File: config.mk
export PLATFORM = sky130hd
export DESIGN_NAME = rcem_top
export DESIGN_NICKNAME = d
export VERILOG_FILES = /design/src/rcem_pkg.sv /design/src/rcem_map_if.sv /design/src/rcem_chan_lookup.sv /design/src/rcem_top.sv
export VERILOG_INCLUDE_DIRS = /design/src
export SDC_FILE = /design/constraint.sdc
export NUM_CORES = 1
export LEC_CHECK = 0
export BUFFER_PORTS_ARGS = -buffer_cell sky130_fd_sc_hd__clkbuf_2
export CORE_UTILIZATION = 52
export CTS_CLUSTER_DIAMETER = 100
export DETAILED_ROUTE_END_ITERATION = 6
export PLACE_DENSITY = 0.79
export SLEW_MARGIN = 20
export SYNTH_ARGS = -nofsm -noshare
export SYNTH_HDL_FRONTEND = slang
export SYNTH_HIERARCHICAL = 1
export SYNTH_SLANG_ARGS = --single-unit
File: constraint.sdc
create_clock -name i_sys_clk -period 8.5 [get_ports i_sys_clk]
set_input_delay 0.425 -clock i_sys_clk [delete_from_list [all_inputs] [get_ports i_sys_clk]]
set_output_delay 0.425 -clock i_sys_clk [all_outputs]
set_load 0.02 [all_outputs]
File: src/rcem_defines.svh
// Offsets, field positions, reset values and sizes of the receive channel
// enable map. Assumes byte addressing on a 32-bit bus with word-aligned registers.
`ifndef RCEM_DEFINES_SVH
`define RCEM_DEFINES_SVH

`define RCEM_ADDR_W        5
`define RCEM_NUM_EN_REGS   4
`define RCEM_CHAN_W        7
`define RCEM_CNT_W         16

`define RCEM_OFS_EN0       5'h00
`define RCEM_OFS_EN1       5'h04
`define RCEM_OFS_EN2       5'h08
`define RCEM_OFS_EN3       5'h0c
`define RCEM_OFS_CTRL      5'h10
`define RCEM_OFS_DROP      5'h14
`define RCEM_OFS_ACCEPT    5'h18

`define RCEM_CTRL_SEL_BIT  0
`define RCEM_CTRL_PART_BIT 1
`define RCEM_CTRL_PA_LSB   2
`define RCEM_CTRL_PB_LSB   4
`define RCEM_STAT_BLK_LSB  16

`define RCEM_RST_EN        32'h0000_0000
`define RCEM_RST_CTRL      6'h00
`define RCEM_RST_CNT       16'h0000

`endif

File: src/rcem_pkg.sv
// Types shared by the receive channel enable map modules.
// Assumes the constants header is compiled alongside.
package rcem_pkg;
	typedef logic [31:0] rcem_word_t;
	typedef logic [1:0]  rcem_blk_sel_t;
	typedef enum logic [0:0] {
		RCEM_BUS_IDLE,
		RCEM_BUS_ANSWER
	} rcem_bus_state_t;
endpackage : rcem_pkg

File: src/rcem_map_if.sv
// Carrier between the register owner and the channel lookup.
// Assumes both ends sit in the same clock domain.
`timescale 1ns/10ps
interface rcem_map_if;
	import rcem_pkg::*;
	rcem_word_t    en [4];
	logic          sel_mode;
	logic          part_mode;
	rcem_blk_sel_t blk_a;
	rcem_blk_sel_t blk_b;
	logic [6:0]    chan;
	logic          enabled;

	modport owner  (output en, sel_mode, part_mode, blk_a, blk_b, chan, input enabled);
	modport lookup (input en, sel_mode, part_mode, blk_a, blk_b, chan, output enabled);
endinterface : rcem_map_if

File: src/rcem_chan_lookup.sv
// Combinational lookup: is a receive channel accepted under the current map.
// Assumes the owner holds the enable and control map inputs stable from its own flip-flops; chan is driven straight from i_rx_chan.
`timescale 1ns/10ps
module rcem_chan_lookup
	import rcem_pkg::*;
(
	rcem_map_if.lookup m
);
	// In select mode pick the enable map bit for the channel in hand, 0 if no block matches; otherwise every channel passes
	always_comb begin
		logic [2:0] blk;
		blk = m.chan[6:4];
		if (!m.sel_mode) begin
			m.enabled = 1'b1;
		end else if (m.part_mode) begin
			m.enabled = m.en[m.chan[6:5]][m.chan[4:0]];
		end else if (blk == {m.blk_a, 1'b0}) begin
			m.enabled = m.en[0][{1'b0, m.chan[3:0]}];
		end else if (blk == {m.blk_b, 1'b1}) begin
			m.enabled = m.en[0][{1'b1, m.chan[3:0]}];
		end else begin
			m.enabled = 1'b0;
		end
	end
endmodule : rcem_chan_lookup

File: src/rcem_top.sv
// Receive channel enable map: four enable registers, a control register,
// status counters and the accept/discard gate for received elements.
// Assumes an Avalon-MM master with waitrequest and elements synchronous to the clock.
`timescale 1ns/10ps
`include "rcem_defines.svh"

module rcem_top
	import rcem_pkg::*;
#(
	parameter int DATA_W = 32
) (
	input  wire logic                     i_sys_clk,
	input  wire logic                     i_rstn,
	// Avalon-MM slave
	input  wire logic [`RCEM_ADDR_W-1:0]  i_avs_address,
	input  wire logic                     i_avs_read,
	input  wire logic                     i_avs_write,
	input  wire logic [31:0]              i_avs_writedata,
	input  wire logic [3:0]               i_avs_byteenable,
	output logic      [31:0]              o_avs_readdata,
	output logic                          o_avs_waitrequest,
	// Received elements from the serial framer
	input  wire logic                     i_rx_valid,
	input  wire logic [`RCEM_CHAN_W-1:0]  i_rx_chan,
	input  wire logic [DATA_W-1:0]        i_rx_data,
	output logic      [DATA_W-1:0]        o_rx_data,
	output logic                          o_rx_ready,
	output logic                          o_rx_drop
);

	// Element width must fit one bus word
	initial begin
		if (DATA_W < 1 || DATA_W > 32) begin
			$error("rcem_top: DATA_W must lie in 1..32");
		end
	end

	// Word index decode, shared by read and write paths
	function automatic logic [3:0] reg_sel(input logic [`RCEM_ADDR_W-1:0] addr);
		logic [3:0] sel;
		sel = 4'hf;
		case (addr)
			`RCEM_OFS_EN0:    sel = 4'h0;
			`RCEM_OFS_EN1:    sel = 4'h1;
			`RCEM_OFS_EN2:    sel = 4'h2;
			`RCEM_OFS_EN3:    sel = 4'h3;
			`RCEM_OFS_CTRL:   sel = 4'h4;
			`RCEM_OFS_DROP:   sel = 4'h5;
			`RCEM_OFS_ACCEPT: sel = 4'h6;
			default:          sel = 4'hf;
		endcase
		return sel;
	endfunction : reg_sel

	// Byte-lane merge of write data into an old word
	function automatic rcem_word_t be_merge(input rcem_word_t old_w,
	                                        input rcem_word_t new_w,
	                                        input logic [3:0] be);
		rcem_word_t res;
		res = old_w;
		for (int i = 0; i < 4; i++) begin
			if (be[i]) begin
				res[8*i +: 8] = new_w[8*i +: 8];
			end
		end
		return res;
	endfunction : be_merge

	rcem_bus_state_t         bus_state_ff;
	rcem_bus_state_t         nxt_bus_state;
	logic                    req;
	logic                    wr_take;
	logic [3:0]              sel;
	rcem_word_t              en_ff [`RCEM_NUM_EN_REGS];
	logic [5:0]              ctrl_ff;
	logic [`RCEM_CNT_W-1:0]  drop_cnt_ff;
	logic [`RCEM_CNT_W-1:0]  accept_cnt_ff;
	logic [2:0]              last_blk_ff;
	rcem_word_t              rd_mux;
	rcem_word_t              readdata_ff;
	logic [DATA_W-1:0]       rx_data_ff;
	logic                    rx_ready_ff;
	logic                    rx_drop_ff;

	rcem_map_if u_map ();

	// Request decode and the write moment
	assign req     = i_avs_read | i_avs_write;
	assign sel     = reg_sel(i_avs_address);
	assign wr_take = i_avs_write && (bus_state_ff == RCEM_BUS_ANSWER);

	// Waitrequest holds off the first cycle of every request
	assign o_avs_waitrequest = req && (bus_state_ff == RCEM_BUS_IDLE);

	// Bus answer sequencing
	always_comb begin
		nxt_bus_state = bus_state_ff;
		case (bus_state_ff)
			RCEM_BUS_IDLE: begin
				if (req) begin
					nxt_bus_state = RCEM_BUS_ANSWER;
				end
			end
			RCEM_BUS_ANSWER: begin
				nxt_bus_state = RCEM_BUS_IDLE;
			end
			default: begin
				nxt_bus_state = RCEM_BUS_IDLE;
			end
		endcase
	end

	// Bus state register
	always_ff @(posedge i_sys_clk or negedge i_rstn) begin
		if (!i_rstn) begin
			bus_state_ff <= RCEM_BUS_IDLE;
		end else begin
			bus_state_ff <= nxt_bus_state;
		end
	end

	// Enable registers, one per 32-channel group
	generate
		for (genvar r = 0; r < `RCEM_NUM_EN_REGS; r++) begin : g_en
			always_ff @(posedge i_sys_clk or negedge i_rstn) begin
				if (!i_rstn) begin
					en_ff[r] <= `RCEM_RST_EN;
				end else if (wr_take && sel == 4'(r)) begin
					en_ff[r] <= be_merge(en_ff[r], i_avs_writedata, i_avs_byteenable);
				end
			end
			assign u_map.en[r] = en_ff[r];
		end
	endgenerate

	// Control register: select mode, partition mode, block fields
	always_ff @(posedge i_sys_clk or negedge i_rstn) begin
		if (!i_rstn) begin
			ctrl_ff <= `RCEM_RST_CTRL;
		end else if (wr_take && sel == 4'h4 && i_avs_byteenable[0]) begin
			ctrl_ff <= i_avs_writedata[5:0];
		end
	end

	// Map inputs to the lookup
	assign u_map.sel_mode  = ctrl_ff[`RCEM_CTRL_SEL_BIT];
	assign u_map.part_mode = ctrl_ff[`RCEM_CTRL_PART_BIT];
	assign u_map.blk_a     = ctrl_ff[`RCEM_CTRL_PA_LSB +: 2];
	assign u_map.blk_b     = ctrl_ff[`RCEM_CTRL_PB_LSB +: 2];
	assign u_map.chan      = i_rx_chan;

	// Channel lookup against the current map
	rcem_chan_lookup u_lookup (
		.m (u_map.lookup)
	);

	// Read multiplexer; unmapped words read zero
	always_comb begin
		rd_mux = 32'h0000_0000;
		case (sel)
			4'h0, 4'h1, 4'h2, 4'h3: rd_mux = en_ff[sel[1:0]];
			4'h4:    rd_mux = {26'h000_0000, ctrl_ff};
			4'h5:    rd_mux = {13'h0000, last_blk_ff, drop_cnt_ff};
			4'h6:    rd_mux = {16'h0000, accept_cnt_ff};
			default: rd_mux = 32'h0000_0000;
		endcase
	end

	// Read data captured in the waiting cycle, stands at the taking edge
	always_ff @(posedge i_sys_clk or negedge i_rstn) begin
		if (!i_rstn) begin
			readdata_ff <= 32'h0000_0000;
		end else if (i_avs_read && bus_state_ff == RCEM_BUS_IDLE) begin
			readdata_ff <= rd_mux;
		end
	end

	assign o_avs_readdata = readdata_ff;

	// Accept or discard each arriving element
	always_ff @(posedge i_sys_clk or negedge i_rstn) begin
		if (!i_rstn) begin
			rx_ready_ff <= 1'b0;
			rx_drop_ff  <= 1'b0;
		end else begin
			rx_ready_ff <= i_rx_valid && u_map.enabled;
			rx_drop_ff  <= i_rx_valid && !u_map.enabled;
		end
	end

	// Element data loaded only for enabled channels
	always_ff @(posedge i_sys_clk or negedge i_rstn) begin
		if (!i_rstn) begin
			rx_data_ff <= '0;
		end else if (i_rx_valid && u_map.enabled) begin
			rx_data_ff <= i_rx_data;
		end
	end

	// Block of the most recent element
	always_ff @(posedge i_sys_clk or negedge i_rstn) begin
		if (!i_rstn) begin
			last_blk_ff <= 3'h0;
		end else if (i_rx_valid) begin
			last_blk_ff <= i_rx_chan[6:4];
		end
	end

	// Discard counter, wraps
	always_ff @(posedge i_sys_clk or negedge i_rstn) begin
		if (!i_rstn) begin
			drop_cnt_ff <= `RCEM_RST_CNT;
		end else if (i_rx_valid && !u_map.enabled) begin
			drop_cnt_ff <= drop_cnt_ff + 16'h0001;
		end
	end

	// Accept counter, wraps
	always_ff @(posedge i_sys_clk or negedge i_rstn) begin
		if (!i_rstn) begin
			accept_cnt_ff <= `RCEM_RST_CNT;
		end else if (i_rx_valid && u_map.enabled) begin
			accept_cnt_ff <= accept_cnt_ff + 16'h0001;
		end
	end

	// Element outputs
	assign o_rx_data  = rx_data_ff;
	assign o_rx_ready = rx_ready_ff;
	assign o_rx_drop  = rx_drop_ff;

endmodule : rcem_top

## Yosys cells after proc, flatten, opt, wreduce, memory -nomap -nowiden

Index checks and enable logic that the tools add are counted.

| word-level totals | value |
|---|---|
| bits in read-only memories | 0 |
| bits in latches | 0 |
| input bits | 85 |
| bits in registers | 236 |
| memory bits (writable) | 0 |
| memories kept | 0 |

| operators by class | value |
|---|---|
| equal/unequal tests | 14 |
| divide/modulo/power cells | 0 |
| mux-type cells | 20 |
| magnitude comparators | 5 |
| reduce and logical (&&, ||, !) cells | 31 |
| $add $sub $neg | 2 |
| bitwise gates (word level) | 4 |
| $mul | 0 |
| shift-type cells | 0 |

Operators by type and width:

| cell | count |
|---|---|
| 32-bit binary-select mux with 2-bit select | 2 |
| 32-bit two-way mux | 4 |
| 32-bit one-hot mux with 4 select lines | 1 |
| 16-bit by 1-bit adder with 16-bit output, second input constant | 2 |
| 2-bit AND reduction | 16 |
| 4-bit one-hot mux with 7 select lines | 1 |
| 5-bit equality test, second input constant | 3 |
| 4-bit by 3-bit equality test with 1-bit output, second input constant | 3 |
| 5-bit by 6-bit < comparator with 1-bit output, second input constant | 2 |
| 1-bit logical AND | 11 |
| 5-bit by 4-bit equality test with 1-bit output, second input constant | 2 |
| 1-bit binary-select mux with 4-bit select | 2 |
| 4-bit by 2-bit equality test with 1-bit output, second input constant | 2 |
| 1-bit two-way mux | 8 |
| 3-bit equality test | 2 |
| 3-bit greater-or-equal comparator, second input constant | 2 |
| 4-bit by 6-bit < comparator with 1-bit output, second input constant | 1 |
| 2-bit inverter with 3-bit output | 2 |
| 1-bit binary-select mux with 5-bit select | 1 |
| 5-bit by 3-bit equality test with 1-bit output, second input constant | 1 |
| 5-bit logical NOT | 1 |
| 4-bit by 1-bit equality test with 1-bit output, second input constant | 1 |
| 4-bit logical NOT | 1 |
| 4-bit OR reduction | 1 |
| 4 further kinds | 4 |

## Longest topological paths before layout

Gate-level depths: netlist of run 1.

| depth | value |
|---|---|
| depth in word-level cells | 10 |
| mapped depth | 14 |
| gate-level depth less buffers | 10 |

## Cells and area by module

Netlist of run 1, hierarchy kept.

By module, submodules not included:

| module | area each (um^2) | cells an instance | seq. area each (um^2) | instances |
|---|---|---|---|---|
| rcem_top | 10382.5 | 775 | 5905.7 | 1 |
| rcem_chan_lookup | 1624.1 | 138 | 0.0 | 1 |

## Least setup slack after synthesis of run 1

OpenSTA, ideal clock, no wires.

| path | value |
|---|---|
| path type | in2reg |
| start | in i_rx_chan[5] |
| end | reg drop_cnt_ff[14] |
| data required time | 8.377 ns |
| data arrival time | 2.898 ns |
| stages on the path | 11 |
| setup slack | 5.479 ns |
| cell sequence | buf_6 > mux4_2 > nor2b_4 > a2111oi_4 > nor3_1 > o31ai_1 > o2111ai_1 > nand3b_1 > nor4_1 > nand3_1 > xnor2_1 |

| on the way | value |
|---|---|
| cells in the longest elaborated chain, start to end | 10 |

Ends and longest elaborated chain:

| element | line | source |
|---|---|---|
| start, declared | rcem_top.sv:24 | `` input wire logic [`RCEM_CHAN_W-1:0] i_rx_chan, `` |
| 2-bit inverter with 3-bit output (implied by the code) | rcem_chan_lookup.sv:16 | `m.enabled = m.en[m.chan[6:5]][m.chan[4:0]];` |
| 32-bit binary-select mux with 2-bit select | rcem_chan_lookup.sv:16 |  |
| 32-bit two-way mux (implied by the code) (2 in a row) | rcem_chan_lookup.sv:16 |  |
| 1-bit binary-select mux with 5-bit select | rcem_chan_lookup.sv:16 |  |
| 1-bit two-way mux (implied by the code) | rcem_chan_lookup.sv:16 |  |
| 1-bit two-way mux (*) | rcem_chan_lookup.sv:15 | `end else if (m.part_mode) begin` |
| 1-bit two-way mux (*) | rcem_chan_lookup.sv:13 | `if (!m.sel_mode) begin` |
| via u_map.enabled | rcem_map_if.sv:12 | `logic enabled;` |
| 1-bit logical NOT (*) | rcem_top.sv:213 | `end else if (i_rx_valid && !u_map.enabled) begin` |
| 1-bit logical AND (*) | rcem_top.sv:213 |  |
| end signal, assigned | rcem_top.sv:212 | `` drop_cnt_ff <= `RCEM_RST_CNT; `` |
| end signal, assigned | rcem_top.sv:214 | `drop_cnt_ff <= drop_cnt_ff + 16'h0001;` |
| end, declared | rcem_top.sv:76 | `` logic [`RCEM_CNT_W-1:0] drop_cnt_ff; `` |

Mark *: on every way through the listed nets, which the timed path passes. The rest lies on a longest branch. The select of a mux whose other input is x is not followed.
A chain may end at the register's enable or synchronous reset.

## Worst setup path in the final report of run 1

| path | value |
|---|---|
| start | in i_rx_chan[6] |
| end | reg accept_cnt_ff[15] |

| on the way | value |
|---|---|
| cells in the longest elaborated chain, start to end | 9 |

Ends and longest elaborated chain:

| element | line | source |
|---|---|---|
| 2-bit inverter with 3-bit output (implied by the code) | rcem_chan_lookup.sv:16 |  |
| 32-bit binary-select mux with 2-bit select | rcem_chan_lookup.sv:16 |  |
| 32-bit two-way mux (implied by the code) (2 in a row) | rcem_chan_lookup.sv:16 |  |
| 1-bit binary-select mux with 5-bit select | rcem_chan_lookup.sv:16 |  |
| 1-bit two-way mux (implied by the code) | rcem_chan_lookup.sv:16 |  |
| 1-bit two-way mux (*) | rcem_chan_lookup.sv:15 |  |
| 1-bit two-way mux (*) | rcem_chan_lookup.sv:13 |  |
| via u_map.enabled | rcem_map_if.sv:12 |  |
| 1-bit logical AND (*) | rcem_top.sv:222 | `end else if (i_rx_valid && u_map.enabled) begin` |
| end signal, assigned | rcem_top.sv:221 | `` accept_cnt_ff <= `RCEM_RST_CNT; `` |
| end signal, assigned | rcem_top.sv:223 | `accept_cnt_ff <= accept_cnt_ff + 16'h0001;` |
| end, declared | rcem_top.sv:77 | `` logic [`RCEM_CNT_W-1:0] accept_cnt_ff; `` |

Marked as above.

==> flow_metrics.py, run 1 <==
metrics = {
    "critical_path": {
        "cp-start-kind": "input pin",
        "end_kind": "register",
        "cp_slowest_cell": "buf_4",
        "ff2ff_path_depth": 10,
        "critPathBufInv": 2,
        "cp.depth": 12,
        "crit_required_ps": 8900,
        "worstSetupPathType": "in2reg",
        "cp_cell_sequence": "clkbuf_2, buf_4, mux4_2, nor2b_1, a2111oi_0, o311ai_0, o31ai_1, o2111ai_1, nand4_1, nor4_1, nand3_1, xnor2_1",
        "crit_fanout": 51,
        "reg2reg_to": "drop_cnt_ff[14]",
        "cp_top_family": "compound AO/OA/AOI/OAI gates",
        "reg2reg_from": "en_ff[53]",
        "slowest_delay_ps": 640,
        "rrSetupSlack_ps": 5010,
        "critPathArrivalTime_ps": 4250,
    },
    "synth": {
        "synth_compound_area_share_pct": 8.691,
        "ys.flop_type": "dfrtp_1",
        "ys_ff_latch": 236,
        "synthMuxAreaShare_pct": 26.72,
        "synthXorXnorAreaFrac_pct": 2.480,
        "syn-num-nets": 1000,
        "synth.avg_cell_area_um2": 13.15,
        "synthCells": 913,
        "synth_async_sr_flop_share_pct": 100.0,
        "synth.distinct_cells": 67,
        "yosys.area_share.simple_pct": 9.452,
        "yosys.area_share.adder_pct": 0.2084,
        "synth_top_family_by_area": "multiplexers",
        "yosysWarnings": 6,
        "synthesis.area_um2": 12010,
        "ys_seq_area_share_pct": 49.19,
        "synth-edff-count": 0,
    },
    "routing": {
        "final_antenna_net_count": 0,
        "wire_per_inst_um": 22.29,
        "wl_met3_um": 1910,
        "drt-total-wl_um": 30230,
        "drt_pass1_iterations": 5,
        "first_iter_violations": 601,
        "avgViaCountPerCell": 6.176,
        "highest_layer": "met4",
        "vias": 8374,
        "wl_met1_um": 12910,
        "drc_errors": 0,
        "wl_met2_um": 14500,
    },
    "sta": {
        "rsz0062_at_grt": "no",
        "fin_crit_sh_pct": 45.27,
        "hold_viol_final": 0,
        "layout_setup_ws_ps": 4652,
        "worstMarginPinSlew_ps": 1025,
        "setup_viol": 0,
        "maxSlewViolCount": 0,
        "min_period_ps": 3848,
        "clock_skew_ps": 12.50,
        "max_clock_freq_mhz": 259.9,
        "slew_headroom_pct": 31.66,
        "fin_setup_tns_ps": 0,
    },
    "global_routing": {
        "grt_max_degree": 86,
        "grt_pass1_wl_um": 48420,
        "grt_use_total_pct": 26.04,
        "antenna_found_initial": 0,
        "grt-ovfl-total": 0,
        "grt_pass1_vias": 8702,
    },
    "placed_design": {
        "port-buffer-count": 151,
        "finalWeightedCongestion": 0.8606,
        "dp_slack_ps": 4235,
        "dp_hpwl_um": 20590,
    },
    "run": {
        "max_cap_violations": 0,
    },
    "cells_and_area": {
        "final_nets": 1140,
        "n_antenna_cell": 0,
        "drive_gt1_share_pct": 39.78,
        "syn2layout_area_growth_pct": 14.76,
    },
    "clock_tree": {
        "post_cts_buffers": 0,
        "htreeDepth": 1,
        "numCtsBuffers": 26,
        "ctsHoldBuffers": 1,
        "clkSlewWorstSetupHoldPaths_ps": 60,
        "tritoncts": "built",
        "postCtsResizedCells": 0,
        "cts_sinks": 236,
        "clock-root-buffer": "clkbuf_16",
        "cts_buffer_depth": 3,
        "clock_latency_ps": 530,
    },
    "power": {
        "design_power_total_mw": 2.904,
        "p_leak_nw": 6.526,
        "peakVddDrop_v": 0.0001753,
        "power-per-cell-area_nw_per_um2": 210.8,
    },
    "worst_hold_path": {
        "hold_end": "o_rx_data[1]",
        "hp-start": "i_rx_data[1]",
        "hold_class": "in2reg",
        "whs_path_depth": 2,
    },
    "die": {
        "fp.dieArea_um2": 23700,
        "start_util_pct": 53.03,
        "fp.dieH_um": 154.0,
        "die_x_um": 154.0,
        "rows": 55,
        "io_pins": 152,
        "core_um2": 22640,
    },
    "status": {
        "outcome": "finished clean",
    },
}
## worst max-delay path by stage
stage | startpoint | end
finish | i_rx_chan[6] | accept_cnt_ff[15]
global route | i_rx_chan[6] | drop_cnt_ff[15]
CTS | i_rx_chan[6] | accept_cnt_ff[15]
detailed placement | i_rx_chan[6] | accept_cnt_ff[15]
floorplan | i_rx_chan[5] | drop_cnt_ff[14]
global placement | i_rx_chan[6] | o_rx_data[17]
## report_power, final
part / total, mW / internal, mW / switching, mW
combinational: 0.406 / 0.186 / 0.219
sequential: 1.32 / 1.23 / 0.0949
clock: 1.18 / 0.738 / 0.441
## area by class of cell
cell class | count | area, um2
inverter | 4 | 15.01
multi-input combinational | 623 | 5727
sequential | 236 | 5906
tap | 285 | 356.6
clock buffer | 41 | 808.3
timing repair buffer | 162 | 865.8
fill | 1740 | 8862
clock inverter | 5 | 100.1
## cell families (layout without fill, tap and decap cells)
| logic type | count (synthesis) | in the layout |
|---|---|---|
| adders and majority gates | 2 | 2 |
| DFF | 236 | 236 |
| AOI/OAI and AO/OA | 133 | 133 |
| and+or+nand+nor | 190 | 190 |
| xor gates and xnor gates | 34 | 34 |
| buffers and inverters | 54 | 212 |
| muxes | 264 | 264 |
## registers in the layout, indices dropped and copies added, names as in the netlist
register / flops
last_blk_ff: 3
ctrl_ff: 6
bus_state_ff: 1
drop_cnt_ff: 16
o_rx_data: 32
o_avs_readdata: 32
o_rx_drop: 1
accept_cnt_ff: 16
o_rx_ready: 1
en_ff: 128
## cell usage after synthesis, types with 3 or more instances
cell type | count | area, um2
nand4_1 | 7 | 43.79
buf_4 | 10 | 75.07
mux2i_1 | 61 | 610.6
a32oi_1 | 3 | 26.28
o21ai_0 | 12 | 60.06
a32o_1 | 10 | 100.1
mux4_2 | 17 | 382.9
inv_1 | 3 | 11.26
clkbuf_1 | 11 | 41.29
o2111ai_1 | 4 | 35.03
nor3_1 | 3 | 15.01
nand2b_1 | 23 | 143.9
nor4_1 | 5 | 31.28
a211oi_1 | 16 | 120.1
nand2_2 | 5 | 31.28
mux2_2 | 169 | 1903
nand2_1 | 58 | 217.7
o21ai_1 | 6 | 30.03
buf_2 | 11 | 55.05
a22oi_1 | 32 | 240.2
nand3_1 | 11 | 55.05
o221ai_1 | 13 | 113.9
nor2b_1 | 18 | 112.6
buf_12 | 4 | 80.08
dfrtp_1 | 236 | 5906
xnor2_1 | 20 | 175.2
mux4_1 | 8 | 210.2
o2bb2ai_1 | 6 | 52.55
buf_6 | 7 | 78.83
nor2_4 | 15 | 168.9
and3_1 | 3 | 18.77
xor2_1 | 14 | 122.6
a311o_1 | 10 | 100.1
o22ai_1 | 8 | 50.05
mux2_1 | 9 | 101.4
a21oi_1 | 6 | 30.03
nor2_1 | 19 | 71.32
buf_1 | 5 | 18.77
## per-stage QoR
| step | utilization [%] | area [um2] | cells | hold WS (ps) |
|---|---|---|---|---|
| 3_3_place_gp | 56.66 | 12830 | 1307 | 457.9 |
| 6_report | 60.86 | 13780 | 1356 | 134.1 |
| 2_1_floorplan | - | 12010 | 913 | 129.4 |
| 4_1_cts | 60.76 | 13760 | 1355 | 121.3 |
| 3_5_place_dp | 56.71 | 12840 | 1308 | 462.0 |
| 5_1_grt | 60.86 | 13780 | 1356 | 118.8 |
## routing by layer
layer	track usage [%]	up-vias
met5	0	-
met4	8.667	0
met3	4.820	60
met2	42.10	347
met1	35.51	4257
li1	-	3710
## layout by cell type (no fill, tap or decap), drive strengths merged, types with 16 or more instances in the layout
cell | synthesis | layout
nand2 | 63 | 63
mux2 | 178 | 178
nor2b | 19 | 19
clkbuf | 13 | 191
xnor2 | 20 | 20
mux4 | 25 | 25
a211oi | 16 | 16
a22oi | 32 | 32
dfrtp | 236 | 236
nand2b | 23 | 23
o21ai | 18 | 18
nor2 | 37 | 37
mux2i | 61 | 61
Note: power is estimated with default switching activity, not from simulation.
==> run 2, diff against run 1 <==
ABC_AREA = 1   (was unset)
PLACE_DENSITY = 0.81   (was 0.79)
clock period = 3.5 ns   (was 8.5 ns; I/O delays follow)
==> flow_metrics.py, run 2 <==
metrics = {
    "clock_tree": {
        "post_cts_buffers": 0,
        "clkSlewWorstSetupHoldPaths_ps": 60,
        "clock_latency_ps": 550,
        "cts_sinks": 236,
        "cts_buffer_depth": 3,
        "clock-root-buffer": "clkbuf_16",
        "htreeDepth": 1,
        "tritoncts": "built",
        "numCtsBuffers": 27,
    },
    "critical_path": {
        "cp-start-kind": "register",
        "crit_required_ps": 3940,
        "slowest_delay_ps": 400,
        "worstSetupPathType": "reg2reg",
        "critPathArrivalTime_ps": 3080,
        "cp_cell_sequence": "nor2_1, nor2_1, o21ai_0, nand3_1, nand3_1, nand2_1, a21oi_1, o21a_1, nand2_1, nand2_2, buf_4, inv_2, nand2_1, nor2_1, nand3_1, nand2_1, nand2_1",
        "rrSetupSlack_ps": 860,
        "end_kind": "register",
        "cpMostUsedCell": "nand2_1",
        "crit_fanout": 36,
        "critPathBufInv": 2,
        "cp_slowest_cell": "dfrtp_1",
        "cp_top_family": "simple AND/OR/NAND/NOR gates",
    },
    "synth": {
        "yosysMostFrequentCell": "nand2_1",
        "yosysWarnings": 6,
        "yosysTopAreaCell": "dfrtp_1",
        "ys_ff_latch": 236,
        "synthCells": 1740,
        "ys_seq_area_share_pct": 46.15,
        "yosys-top-cells-count": "nand2_1 (663), dfrtp_1 (236), nand3_1 (197)",
        "synthTopCellsByArea": "dfrtp_1 (46%), nand2_1 (19%), nand3_1 (7.7%), o21ai_0 (4.5%), inv_1 (3.8%)",
        "synthesis.area_um2": 12800,
        "synth_top_area_share_pct": 46.15,
        "synth.distinct_cells": 38,
        "synth_async_sr_flop_share_pct": 100.0,
        "ys.flop_type": "dfrtp_1",
        "synth-edff-count": 0,
        "synth.avg_cell_area_um2": 7.354,
        "syn-num-nets": 1827,
    },
    "worst_hold_path": {
        "hold_class": "in2reg",
    },
    "global_routing": {
        "antenna_found_initial": 2,
        "grt_pass1_vias": 12250,
        "grt-ovfl-total": 0,
        "grt_use_total_pct": 29.58,
        "grt_pass1_wl_um": 61010,
        "grt_max_degree": 88,
    },
    "cells_and_area": {
        "largest_reg_flops": 128,
        "fin_area_um2": 15190,
        "top_register": "en_ff",
        "stdcell_count": 2258,
        "syn2layout_area_growth_pct": 18.72,
        "nFillCells": 2107,
        "layout_common_cells": "nand2_1 (663), dfrtp_1 (236), nand3_1 (197)",
        "drive_gt1_share_pct": 14.95,
        "final_nets": 2002,
        "final_common_cell": "nand2_1",
    },
    "power": {
        "p_sw_share_pct": 29.16,
        "p_leak_nw": 7.668,
        "combPwrFrac_pct": 15.9,
        "power_switching_mw": 2.108,
        "power-per-cell-area_nw_per_um2": 475.8,
        "p_seq_share_pct": 44.8,
        "cell_internal_pwr_mw": 5.120,
        "peakVddDrop_v": 0.0004273,
        "pwr-share-clk_pct": 39.3,
    },
    "placed_design": {
        "port-buffer-count": 151,
        "finalWeightedCongestion": 0.8878,
        "dpl-instance-area_um2": 13610,
        "dp.cells": 2142,
        "dp_hpwl_um": 23640,
    },
    "die": {
        "core_um2": 24250,
        "fp.dieArea_um2": 25240,
        "io_pins": 152,
        "start_util_pct": 52.77,
        "fp.dieH_um": 158.9,
        "rows": 57,
        "die_x_um": 158.9,
    },
    "routing": {
        "first_iter_violations": 1318,
        "final_antenna_net_count": 0,
        "avgViaCountPerCell": 5.519,
        "drt_pass1_iterations": 6,
        "drc_errors": 0,
        "wire_per_inst_um": 16.26,
        "vias": 12460,
        "drt-total-wl_um": 36720,
    },
    "status": {
        "outcome": "finished clean",
    },
    "sta": {
        "worstMarginPinSlew_ps": 916.7,
        "fin_setup_tns_ps": 0,
        "rsz0062_at_grt": "no",
        "min_period_ps": 2642,
        "clock_skew_ps": 8.355,
        "slew_headroom_pct": 38.82,
        "setup_viol": 0,
        "hold_viol_final": 0,
        "maxSlewViolCount": 0,
        "max_clock_freq_mhz": 378.5,
        "hold_slack_ps": 19.93,
        "fin_crit_sh_pct": 75.49,
    },
    "run": {
        "max_cap_violations": 0,
    },
}
## run 2: cell count changes in the layout (fill, tap and decap cells not counted), sizes merged, moves of 23 or more
cell,before,now
mux2i,61,0
mux2,178,0
mux4,25,0
dlygate4sd3,1,68
nor2,37,82
nand2b,23,0
a21oi,6,30
o21ai,18,202
a22oi,32,0
nand2,63,674
nand3,12,202
inv,4,141
## run 2: area by class of cell
type / count / area, um2 / share of cell area (%)
clock buffers: 40 / 794.5 / 5.230
well taps: 324 / 405.4 / 2.669
flip-flops and latches: 236 / 5906 / 38.88
multi-input cells: 1272 / 5854 / 38.54
diodes: 1 / 2.502 / 0.01647
inverters: 141 / 531.8 / 3.501
repair buffers: 237 / 1594 / 10.49
clock inverters: 7 / 102.6 / 0.6754
## run 2: power groups by stage
| stage | sequential [mW] | clock (mW) | combinational, mW |
|---|---|---|---|
| final | 3.23 | 2.84 | 1.15 |
| after global routing | 3.27 | 2.98 | 1.28 |
| after CTS | 3.22 | 2.88 | 1.14 |
| after detailed placement | 3.27 | 0 | 1.07 |
| after global placement | 3.26 | 0 | 1.04 |
| after floorplan | 3.26 | 0 | 0.683 |
## run 2: path summary, 6_finish.rpt
| check | from | endpoint | cells after the start |
|---|---|---|---|
| setup / recovery | en_ff[122] | accept_cnt_ff[15] | 17 |
| hold / removal | i_avs_writedata[0] | en_ff[96] | 3 |
| setup reg to reg | en_ff[122] | accept_cnt_ff[15] | 17 |
| hold reg to reg | o_avs_readdata[25] | o_avs_readdata[25] | 2 |
| max in group asynchronous | i_rstn | en_ff[22] | 3 |
| min in group asynchronous | i_rstn | o_avs_readdata[8] | 2 |
## run 2: logic make-up after synthesis
kind of cell / count (synthesis) / synth area share (%)
fa+ha+maj: 2 / 0.1955
xor+xnor: 26 / 1.780
flops: 236 / 46.15
buf+inv: 232 / 8.096
simple gates: 1008 / 33.50
compound gates: 236 / 10.28
## run 2: layer usage
metal  routed length [um]  global-route usage, %
met4                 1789                  15.17
met1                15130                  39.21
met3                 3022                  4.833
met2                16770                  46.95
met5                   13                      0
## run 2: worst reg2reg max path, delay by kind of cell (launching register included)
kind,cells,cell delay (ps)
simple gates,12,1410
flops,1,400
compound gates,3,360
buf+inv,2,360
## run 2: what timing repair did
item / CTS / global route
resized for setup: 0 / 0
endpoints found under the hold margin: 219 / 0
hold buffers: 68 / 0
## run 2: through the flow
stage          util, %  power (mW)  worst slack (ps)
2_1_floorplan        -       3.946              1305
3_3_place_gp     56.13       4.296             611.5
3_5_place_dp     56.13       4.338             544.9
4_1_cts          62.64       7.244             921.2
5_1_grt          62.65       7.532             679.8
6_report         62.65       7.228             857.7
